### src/lsdc_map.vh
// Register offsets, fields and reset values of the loop station register bank
// Assumes byte addressing on a 32-bit AXI4-Lite bus
`ifndef LSDC_MAP_VH
`define LSDC_MAP_VH
`define LSDC_ADDR_W      12
`define LSDC_OFF_CTRL    12'h000
`define LSDC_OFF_SCAN    12'h004
`define LSDC_OFF_FILT    12'h008
`define LSDC_OFF_COIL    12'h00c
`define LSDC_OFF_TYPE    12'h010
`define LSDC_OFF_CONN    12'h014
`define LSDC_OFF_AFLT    12'h018
`define LSDC_OFF_STAGE   12'h01c
`define LSDC_OFF_LFLT    12'h020
`define LSDC_OFF_TPCT    12'h024
`define LSDC_OFF_TSPD    12'h028
`define LSDC_OFF_BAUD    12'h02c
`define LSDC_OFF_SWVER   12'h030
`define LSDC_OFF_STAT    12'h034
`define LSDC_OFF_ALARM   12'h038
`define LSDC_OFF_FAIL    12'h100
`define LSDC_OFF_MAP     12'h200
`define LSDC_TBL_MASK    12'hf00
`define LSDC_CTRL_ESD_EN 0
`define LSDC_CTRL_LINK   1
`define LSDC_COIL_ACC    0
`define LSDC_COIL_XFER   1
`define LSDC_COIL_ESD    2
`define LSDC_COIL_RECFG  3
`define LSDC_STAT_PASSV  0
`define LSDC_STAT_PRIM   1
`define LSDC_RST_CTRL    2'h0
`define LSDC_RST_SCAN    8'hff
`define LSDC_RST_FILT    16'h0000
`define LSDC_RESP_OKAY   2'h0
`define LSDC_RESP_SLVERR 2'h2
`endif

### src/lsdc_unit_mem.v
// Per field unit failure counters and loop position map
// Assumes event and map strobes come from loop logic on clk
`timescale 1ns/1ns
module lsdc_unit_mem #(
  parameter AW = 6
) (
  input  wire          clk,
  input  wire          rst_b,
  input  wire          fail_evt,
  input  wire [AW-1:0] fail_unit,
  input  wire          map_we,
  input  wire [AW-1:0] map_pos,
  input  wire [7:0]    map_unit,
  input  wire [AW-1:0] cnt_idx,
  output wire [7:0]    cnt_q,
  input  wire [AW-1:0] map_idx,
  output wire [7:0]    map_q
);
  localparam N = 1 << AW;
  reg [7:0] cnt_r [0:N-1];
  reg [7:0] map_r [0:N-1];
  integer i;

  always @(posedge clk) begin
    if (!rst_b) begin
      for (i = 0; i < N; i = i + 1) begin
        cnt_r[i] <= 8'h00;
        map_r[i] <= 8'h00;
      end
    end else begin
      if (fail_evt)
        cnt_r[fail_unit] <= cnt_r[fail_unit] + 8'h01; // Wraps to zero
      if (map_we)
        map_r[map_pos] <= map_unit;
    end
  end

  assign cnt_q = cnt_r[cnt_idx];
  assign map_q = map_r[map_idx];
endmodule

### src/lsdc_alarm_img.v
// One port's latched alarm image with read and accept tracking
// Assumes rd and acc are one-cycle pulses on clk
`timescale 1ns/1ns
module lsdc_alarm_img #(
  parameter NA = 8
) (
  input  wire          clk,
  input  wire          rst_b,
  input  wire [NA-1:0] src,
  input  wire          rd,
  input  wire          acc,
  output wire [NA-1:0] img
);
  reg  [NA-1:0] lat_r;
  reg  [NA-1:0] seen_r;
  reg  [NA-1:0] ack_r;
  wire [NA-1:0] clr;

  // Clear only read, accepted and returned to normal
  assign clr = ack_r & ~src;

  always @(posedge clk) begin
    if (!rst_b) begin
      lat_r  <= {NA{1'b0}};
      seen_r <= {NA{1'b0}};
      ack_r  <= {NA{1'b0}};
    end else begin
      lat_r  <= src | (lat_r & ~clr); // Latch, set wins
      seen_r <= (rd ? (seen_r | lat_r) : seen_r) & ~clr;
      ack_r  <= (acc ? (ack_r | seen_r) : ack_r) & ~clr; // Earlier read only
    end
  end

  assign img = lat_r;
endmodule

### src/lsdc_top.v
// Loop station system data registers and command coils on AXI4-Lite
// Assumes status, strobes and alarm sources come from loop logic on clk
//
// Summary of operation
// - One 8-bit failure counter per unit, retries counted, wraps to zero.
// - Map table lists unit addresses in physical loop order.
// - One register reports the highest unit address polling searches.
// - Connected counts per loop port; a split locates a cable fault.
// - Address fault register holds position and address of faulty unit.
// - Configuration progress register shows a value per configuration stage.
// - Loop fault register holds blocking faults, reconfiguration code, fault type.
// - Last loop test result held as a hex percentage.
// - Speed of last loop test held in a register.
// - Loop baud rate exposed as an encoded number.
// - Loop module software version exposed from its program memory.
// - Command filter timeout and device type number in registers.
// - Alarm accept accepts only alarms read in an earlier transaction.
// - Each host port and display keeps its own accept tracking and image.
// - Alarm clears only if read, accepted and condition back to normal.
// - Linked alarms: one accept acts on every image.
// - Transfer coil swaps primary and standby control.
// - Passive standby obeys only the transfer coil, ignores other writes.
// - Shutdown coil broadcasts to all units only when enabled in setup.
// - Reconfigure coil makes the loop reconfigure.
// - Alarm bits latch until read, accepted and source normal.
// - Writes to any logical station act on all; host uses base address.
`timescale 1ns/1ns
`include "lsdc_map.vh"
module lsdc_top #(
  parameter        AW        = 6,
  parameter        NALM      = 8,
  parameter        NPORT     = 4,
  parameter [15:0] TYPE_NUM  = 16'h0001 // Arbitrary type number
) (
  input  wire                  clk,
  input  wire                  rst_b,
  input  wire [11:0]           s_axi_awaddr,
  input  wire                  s_axi_awvalid,
  output wire                  s_axi_awready,
  input  wire [31:0]           s_axi_wdata,
  input  wire [3:0]            s_axi_wstrb,
  input  wire                  s_axi_wvalid,
  output wire                  s_axi_wready,
  output wire [1:0]            s_axi_bresp,
  output wire                  s_axi_bvalid,
  input  wire                  s_axi_bready,
  input  wire [11:0]           s_axi_araddr,
  input  wire                  s_axi_arvalid,
  output wire                  s_axi_arready,
  output wire [31:0]           s_axi_rdata,
  output wire [1:0]            s_axi_rresp,
  output wire                  s_axi_rvalid,
  input  wire                  s_axi_rready,
  input  wire                  fail_evt,
  input  wire [AW-1:0]         fail_unit,
  input  wire                  map_we,
  input  wire [AW-1:0]         map_pos,
  input  wire [7:0]            map_unit,
  input  wire [7:0]            conn_port_a,
  input  wire [7:0]            conn_port_b,
  input  wire [7:0]            fault_pos,
  input  wire [7:0]            fault_unit,
  input  wire [7:0]            cfg_stage,
  input  wire [15:0]           loop_fault,
  input  wire [7:0]            test_pct,
  input  wire [7:0]            test_speed,
  input  wire [7:0]            baud_code,
  input  wire [15:0]           loop_sw_ver,
  input  wire                  standby_passive,
  input  wire                  is_primary,
  input  wire [NALM-1:0]       alarm_src,
  input  wire [NPORT-1:1]      ext_rd,
  input  wire [NPORT-1:1]      ext_acc,
  output wire [NPORT*NALM-1:0] alarm_img,
  output wire [7:0]            scan_limit,
  output wire [15:0]           filt_timeout,
  output wire                  esd_enable,
  output reg                   xfer_pulse,
  output reg                   esd_pulse,
  output reg                   recfg_pulse
);
  reg         aw_hold_r;
  reg  [11:0] awaddr_r;
  reg         w_hold_r;
  reg  [31:0] wdata_r;
  reg  [3:0]  wstrb_r;
  reg         bvalid_r;
  reg  [1:0]  bresp_r;
  reg         rvalid_r;
  reg  [31:0] rdata_r;
  reg  [1:0]  rresp_r;
  reg  [1:0]  ctrl_r;
  reg  [7:0]  scan_r;
  reg  [15:0] filt_r;
  reg         acc_bus_r;
  reg         rd_bus_r;
  reg  [31:0] rd_nxt;
  reg         rd_ok;
  reg         wr_ok;
  wire        wr_go;
  wire        rd_go;
  wire [7:0]  cnt_q;
  wire [7:0]  map_q;
  wire [11:0] tbl_off;
  wire [NPORT-1:0] rd_v;
  wire [NPORT-1:0] acc_raw;
  wire [NPORT-1:0] acc_v;
  wire [11:0] tbl_size;
  wire        wsel_ctrl;
  wire        wsel_scan;
  wire        wsel_filt;
  wire        wsel_coil;
  wire        setup_we;
  wire        coil_we;
  wire        coil_acc;
  wire        coil_xfer;
  wire        coil_esd;
  wire        coil_recfg;
  wire        fail_hit;
  wire        map_hit;
  wire        rd_alarm;
  wire        alarm_link;
  wire [15:0] conn_word;
  wire [15:0] aflt_word;
  wire [1:0]  stat_word;

  // Table offset and hits for counters and map
  assign tbl_size = 12'h004 << AW;
  assign tbl_off  = s_axi_araddr - (s_axi_araddr & `LSDC_TBL_MASK);
  assign fail_hit = ((s_axi_araddr & `LSDC_TBL_MASK) == `LSDC_OFF_FAIL) && (tbl_off < tbl_size);
  assign map_hit  = ((s_axi_araddr & `LSDC_TBL_MASK) == `LSDC_OFF_MAP) && (tbl_off < tbl_size);

  // Write channels taken independently, response after both
  assign s_axi_awready = !aw_hold_r && !bvalid_r;
  assign s_axi_wready  = !w_hold_r && !bvalid_r;
  assign wr_go         = aw_hold_r && w_hold_r && !bvalid_r;
  assign s_axi_bvalid  = bvalid_r;
  assign s_axi_bresp   = bresp_r;

  always @(posedge clk) begin
    if (!rst_b) begin
      aw_hold_r <= 1'b0;
      awaddr_r  <= 12'h000;
      w_hold_r  <= 1'b0;
      wdata_r   <= 32'h00000000;
      wstrb_r   <= 4'h0;
      bvalid_r  <= 1'b0;
      bresp_r   <= `LSDC_RESP_OKAY;
    end else begin
      if (s_axi_awvalid && s_axi_awready) begin
        aw_hold_r <= 1'b1;
        awaddr_r  <= s_axi_awaddr;
      end
      if (s_axi_wvalid && s_axi_wready) begin
        w_hold_r <= 1'b1;
        wdata_r  <= s_axi_wdata;
        wstrb_r  <= s_axi_wstrb;
      end
      if (wr_go) begin
        aw_hold_r <= 1'b0;
        w_hold_r  <= 1'b0;
        bvalid_r  <= 1'b1;
        bresp_r   <= wr_ok ? `LSDC_RESP_OKAY : `LSDC_RESP_SLVERR;
      end else if (bvalid_r && s_axi_bready) begin
        bvalid_r <= 1'b0;
      end
    end
  end

  // Write decode; one register set serves every logical station
  assign wsel_ctrl = ({awaddr_r[11:2], 2'b00} == `LSDC_OFF_CTRL);
  assign wsel_scan = ({awaddr_r[11:2], 2'b00} == `LSDC_OFF_SCAN);
  assign wsel_filt = ({awaddr_r[11:2], 2'b00} == `LSDC_OFF_FILT);
  assign wsel_coil = ({awaddr_r[11:2], 2'b00} == `LSDC_OFF_COIL);
  assign setup_we  = wr_go && !standby_passive;
  assign coil_we   = wr_go && wsel_coil && wstrb_r[0];

  // Coil bits of the write word
  assign coil_acc   = wdata_r[`LSDC_COIL_ACC];
  assign coil_xfer  = wdata_r[`LSDC_COIL_XFER];
  assign coil_esd   = wdata_r[`LSDC_COIL_ESD];
  assign coil_recfg = wdata_r[`LSDC_COIL_RECFG];

  // Writable address decode
  always @* begin
    case ({awaddr_r[11:2], 2'b00})
      `LSDC_OFF_CTRL: wr_ok = 1'b1;
      `LSDC_OFF_SCAN: wr_ok = 1'b1;
      `LSDC_OFF_FILT: wr_ok = 1'b1;
      `LSDC_OFF_COIL: wr_ok = 1'b1;
      default:        wr_ok = 1'b0;
    endcase
  end

  // Setup registers, writes ignored in passive standby
  always @(posedge clk) begin
    if (!rst_b) begin
      ctrl_r <= `LSDC_RST_CTRL;
      scan_r <= `LSDC_RST_SCAN;
      filt_r <= `LSDC_RST_FILT;
    end else if (setup_we) begin
      if (wsel_ctrl && wstrb_r[0]) begin
        ctrl_r <= wdata_r[1:0];
      end
      if (wsel_scan && wstrb_r[0]) begin
        scan_r <= wdata_r[7:0];
      end
      if (wsel_filt && wstrb_r[0]) begin
        filt_r[7:0] <= wdata_r[7:0];
      end
      if (wsel_filt && wstrb_r[1]) begin
        filt_r[15:8] <= wdata_r[15:8];
      end
    end
  end

  assign scan_limit   = scan_r;
  assign filt_timeout = filt_r;
  assign esd_enable   = ctrl_r[`LSDC_CTRL_ESD_EN];

  // Coils fire one pulse per energising write
  always @(posedge clk) begin
    if (!rst_b) begin
      xfer_pulse  <= 1'b0;
      esd_pulse   <= 1'b0;
      recfg_pulse <= 1'b0;
      acc_bus_r   <= 1'b0;
    end else begin
      xfer_pulse  <= 1'b0;
      esd_pulse   <= 1'b0;
      recfg_pulse <= 1'b0;
      acc_bus_r   <= 1'b0;
      if (coil_we) begin
        xfer_pulse <= coil_xfer; // Obeyed even when passive
        if (!standby_passive) begin
          acc_bus_r   <= coil_acc;
          esd_pulse   <= coil_esd & ctrl_r[`LSDC_CTRL_ESD_EN];
          recfg_pulse <= coil_recfg;
        end
      end
    end
  end

  // Read channel, data registered on the address handshake
  assign s_axi_arready = !rvalid_r;
  assign rd_go         = s_axi_arvalid && !rvalid_r;
  assign s_axi_rvalid  = rvalid_r;
  assign s_axi_rdata   = rdata_r;
  assign s_axi_rresp   = rresp_r;

  // Read words assembled from loop status
  assign rd_alarm      = !standby_passive && ({s_axi_araddr[11:2], 2'b00} == `LSDC_OFF_ALARM);
  assign conn_word     = {conn_port_b, conn_port_a};
  assign aflt_word     = {fault_unit, fault_pos};
  assign stat_word     = {is_primary, standby_passive};

  always @* begin
    rd_nxt = 32'h00000000;
    rd_ok  = 1'b1;
    case ({s_axi_araddr[11:2], 2'b00})
      `LSDC_OFF_CTRL:  rd_nxt[1:0]  = ctrl_r;
      `LSDC_OFF_SCAN:  rd_nxt[7:0]  = scan_r;
      `LSDC_OFF_FILT:  rd_nxt[15:0] = filt_r;
      `LSDC_OFF_COIL:  rd_nxt       = 32'h00000000;
      `LSDC_OFF_TYPE:  rd_nxt[15:0] = TYPE_NUM;
      `LSDC_OFF_CONN:  rd_nxt[15:0] = conn_word;
      `LSDC_OFF_AFLT:  rd_nxt[15:0] = aflt_word;
      `LSDC_OFF_STAGE: rd_nxt[7:0]  = cfg_stage;
      `LSDC_OFF_LFLT:  rd_nxt[15:0] = loop_fault;
      `LSDC_OFF_TPCT:  rd_nxt[7:0]  = test_pct;
      `LSDC_OFF_TSPD:  rd_nxt[7:0]  = test_speed;
      `LSDC_OFF_BAUD:  rd_nxt[7:0]  = baud_code;
      `LSDC_OFF_SWVER: rd_nxt[15:0] = loop_sw_ver;
      `LSDC_OFF_STAT:  rd_nxt[1:0]  = stat_word;
      `LSDC_OFF_ALARM: rd_nxt[NALM-1:0] = alarm_img[NALM-1:0];
      default: begin
        if (fail_hit)
          rd_nxt[7:0] = cnt_q;
        else if (map_hit)
          rd_nxt[7:0] = map_q;
        else
          rd_ok = 1'b0;
      end
    endcase
  end

  always @(posedge clk) begin
    if (!rst_b) begin
      rvalid_r <= 1'b0;
      rdata_r  <= 32'h00000000;
      rresp_r  <= `LSDC_RESP_OKAY;
      rd_bus_r <= 1'b0;
    end else begin
      rd_bus_r <= 1'b0;
      if (rd_go) begin
        rvalid_r <= 1'b1;
        rdata_r  <= rd_nxt;
        rresp_r  <= rd_ok ? `LSDC_RESP_OKAY : `LSDC_RESP_SLVERR;
        rd_bus_r <= rd_alarm;
      end else if (rvalid_r && s_axi_rready) begin
        rvalid_r <= 1'b0;
      end
    end
  end

  lsdc_unit_mem #(
    .AW (AW)
  ) u_mem (
    .clk       (clk),
    .rst_b     (rst_b),
    .fail_evt  (fail_evt),
    .fail_unit (fail_unit),
    .map_we    (map_we),
    .map_pos   (map_pos),
    .map_unit  (map_unit),
    .cnt_idx   (tbl_off[AW+1:2]),
    .cnt_q     (cnt_q),
    .map_idx   (tbl_off[AW+1:2]),
    .map_q     (map_q)
  );

  // Port 0 is this bus; others are serial, network and display ports
  assign rd_v    = {ext_rd, rd_bus_r};
  assign acc_raw = {ext_acc, acc_bus_r};
  assign alarm_link = ctrl_r[`LSDC_CTRL_LINK];
  assign acc_v   = alarm_link ? {NPORT{|acc_raw}} : acc_raw;

  genvar g;
  generate
    for (g = 0; g < NPORT; g = g + 1) begin : g_port
      lsdc_alarm_img #(
        .NA (NALM)
      ) u_img (
        .clk   (clk),
        .rst_b (rst_b),
        .src   (alarm_src),
        .rd    (rd_v[g]),
        .acc   (acc_v[g]),
        .img   (alarm_img[g*NALM +: NALM]) // Independent per port
      );
    end
  endgenerate
endmodule

### config.mk
export PLATFORM = sky130hd
export DESIGN_NAME = lsdc_top
export DESIGN_NICKNAME = d
export VERILOG_FILES = /design/src/lsdc_unit_mem.v /design/src/lsdc_alarm_img.v /design/src/lsdc_top.v
export VERILOG_INCLUDE_DIRS = /design/src
export SDC_FILE = /design/constraint.sdc
export NUM_CORES = 2
export LEC_CHECK = 0
export BUFFER_PORTS_ARGS = -buffer_cell sky130_fd_sc_hd__buf_2
export CAP_MARGIN = 20
export CORE_MARGIN = 2
export CORE_UTILIZATION = 55
export DETAILED_ROUTE_END_ITERATION = 6
export PLACE_DENSITY = 0.73
export SYNTH_ARGS = -nofsm -noshare
export SYNTH_HDL_FRONTEND = slang
export SYNTH_SLANG_ARGS = --single-unit
export TNS_END_PERCENT = 1
### constraint.sdc
create_clock -name clk -period 4.44 [get_ports clk]
set_input_delay 0 -clock clk [delete_from_list [all_inputs] [get_ports clk]]
set_output_delay 0 -clock clk [all_outputs]
set_load 0.03 [all_outputs]
==> metrics.md <==
| Metric | Value |
|---|---|
| Sum of negative setup slack | 0 ns |
| LEAKAGE | 24.7 nW |
| WL/cell | 30.4 µm |
| Vias in the first global route | 42,300 |
| Setup CP Type | input port to register |
| Nets | 5,146 |
| DPL Wire Length | 129 mm |
| Worst setup SP type | input port |
| DRC Markers | 0 |
| Fin. max-slew vios | 0 |
| Count of different cell masters after synthesis | 84 |
| Max-Cap Viols | 0 |
| GRT overflow | 0 |
| Full die area | 111,000 µm² |
| Count leader, synth | edfxtp_1 |
| Total power | 26.5 mW |
| I/O pins | 302 |
| Ys flop type | edfxtp_1 |
| Total track usage | 35.1% |
| Endpoints failing setup | 0 |
| Crit path DAT | 4.57 ns |
| Top cells by count, synth | edfxtp_1 (1,024), and2_1 (523), nor2_1 (478), mux4_2 (296), nand2_1 (295) |
| Worst hold path class | input port to register |
| Fin crit share | 88.1% |
| Clk_lat worst skew | 0.72 ns |
| Synth warnings | 0 |
| Req. time, crit path | 5.10 ns |
| Largest area contributor in the netlist | edfxtp_1 |
| Max Clock Freq | 256 MHz |
| Worst setup margin | 0.530 ns |
| Filler cells | 7,805 |
| Max rail drop VDD | 0.332 mV |
| Pwr/cell area | 389 nW/µm² |
| Die X | 332 µm |
| CTS Buf Count | 118 |
| Row cnt | 120 |
| Starting DRT DRC Count | 6,829 |
| RSZ-0062 raised after global routing | no |
| Flops & latches, synth | 1,201 |
| Gpl congestion | 0.958 |
| Dpl ws | 0.515 ns |
| Largest net degree at the start of global routing | 83 |
| Overall via count from detail_route | 43,500 |
| Postcts setup bufs | 0 |
| Actual slew at the worst max-slew pin | 1.20 ns |
| Rel. slew slack | 19.9% |
| CP Capture Type | register |
| H-tree Lvls | 3 |
| ANT nets after route | 0 |
| Status | completed |
| Clock Path Buffers | 3 |
| TritonCTS clock tree | built |
| Area growth, synth to finish | 14.7% |
| Initial antenna violation count | 15 |
| Post-CTS sizing | 0 |
| Die Y | 332 µm |
| Top cell type's share of synthesized area | 51.8% |
| WL final | 196 mm |
| Layout cell share with drive strength beyond 1 | 23.8% |
| Clock skew | 0.0208 ns |
| Final hold vios | 0 |
| Min Clock Period, post-route | 3.91 ns |
| Clk root buf | clkbuf_16 |
| Clk slew on worst S/H paths | 0.07 ns |
| Core area | 107,000 µm² |
| Sequential fraction of the synthesis area | 57.8% |
| Mean Syn Cell Area | 13.0 µm² |
| Critical path peak fanout | 8 |
| Pre-antenna DRT Iters | 6 |
| Asr flop ratio synth | 0% |
| Vias per inst | 6.74 |
| Initial Util | 55.4% |
| Synth Instances | 4,574 |
| Synth top area cells | edfxtp_1 (52%), mux4_2 (11%), dfxtp_1 (6.0%) |
| Post-synth EDFFs | 1,024 |
| Number of port buffers | 261 |
| First-pass GRT wire length | 284 mm |
| Synth Cell Area | 59,300 µm² |
| Clock sinks | 1,201 |
==> worst paths after layout <==
kind	slack [ns]	cells after the start	start	endpoint
max reg2reg	0.83	10	u_mem.cnt_r[39][4]	u_mem.cnt_r[18][6]
max	0.53	11	s_axi_araddr[9]	s_axi_rdata[4]
min	0.003	2	map_unit[1]	u_mem.map_r[5][1]
min reg2reg	0.46	2	wdata_r[12]	wdata_r[12]
==> registers in the layout, indices dropped and copies added, names as in the netlist <==
register and count:
w_hold_r 1, wdata_r 16, u_mem.cnt_r 512, s_axi_bresp 1
aw_hold_r 1, scan_limit 8, g_port.u_img.img 32, wstrb_r 2
s_axi_rresp 1, acc_bus_r 1, s_axi_rdata 16, ctrl_r 2
awaddr_r 10, rd_bus_r 1, recfg_pulse 1, s_axi_bvalid 1
filt_timeout 16, g_port.u_img.seen_r 32, esd_pulse 1, u_mem.map_r 512
xfer_pulse 1, s_axi_rvalid 1, g_port.u_img.ack_r 32
==> repair_timing <==
| item | 4_1_cts | 5_1_grt |
|---|---|---|
| endpoints found under the hold margin | 193 | 97 |
| hold buffers | 118 | 5 |
| setup endpoints to repair | 0 | 0 |
==> layout make-up <==
type	count	area, µm²	area share, %
Sequential cell	1201	34300	50.4
Clock inverter	67	721	1.06
Inverter	46	175	0.257
Clock buffer	158	3280	4.82
Antenna cell	8	20.0	0.0294
Tap cell	1403	1760	2.58
Multi-Input combinational cell	2939	23000	33.7
Timing Repair Buffer	638	4880	7.17
==> cells in the final DEF (no fill, tap or decap), types with 30 or more instances in the layout <==
cell type,netlist,final
edfxtp_1,1024,1024
and2_1,523,523
nor2_1,478,476
mux4_2,296,296
nand2_1,295,294
buf_2,87,257
buf_4,33,217
mux2i_1,192,192
a21oi_1,185,185
dfxtp_1,177,177
nor3_2,131,133
o21ai_0,131,131
dlygate4sd3_1,0,123
clkbuf_16,0,121
and3_1,103,102
nor3_1,91,89
a22oi_1,82,82
a221oi_1,55,55
inv_1,46,45
nand3_1,34,34
o22ai_1,32,32
buf_12,0,31
mux2_2,30,30
==> routing by layer <==
metal  part of all wire (%)  global-route usage, %  vias to the layer above
li1                       -                      -                    17900
met1                     34                   44.3                    21400
met2                     45                   54.1                     3467
met3                     14                   11.0                      690
met4                    6.4                   19.2                       12
met5                  0.042                      0                        -
==> stage by stage <==
step                hold slack [ns]  instance area, µm²  instances  utilization, %
finish                      0.00299               68100       6460            63.6
global route                 0.0123               68100       6455            63.6
CTS                        0.000149               67800       6434            63.4
detailed placement            0.201               62700       6091            58.5
global placement              0.191               62600       6087            58.5
floorplan                    0.0767               59400       4591               -
==> critical path, stage by stage <==
cell	delay, ns
dlygate4sd3_1	0.57
buf_2	0.15
nor3_1	0.59
nand2_1	0.39
nor3_1	0.97
a221o_1	0.32
a221oi_1	0.06
dlygate4sd3_1	0.65
a31oi_1	0.17
dlygate4sd3_1	0.57
a32o_1	0.12
==> logic make-up after synthesis <==
kind of cell | count (synthesis) | synth area share [%]
XOR/XNOR | 3 | 0.0696
AND/OR/NAND/NOR | 1750 | 16.0
other | 1 | 0.00632
AO/OA/AOI/OAI | 646 | 7.23
buffers and inverters | 451 | 3.81
adder cells (fa/ha/maj) | 1 | 0.0211
multiplexers | 521 | 15.1
flip-flops | 1201 | 57.8
==> power by group <==
part / switching [mW] / internal (mW)
clock: 4.44 / 5.95
sequential: 0.230 / 12.7
combinational: 2.07 / 1.09
total: 6.74 / 19.7
Note: power is estimated with default switching activity, not from simulation.
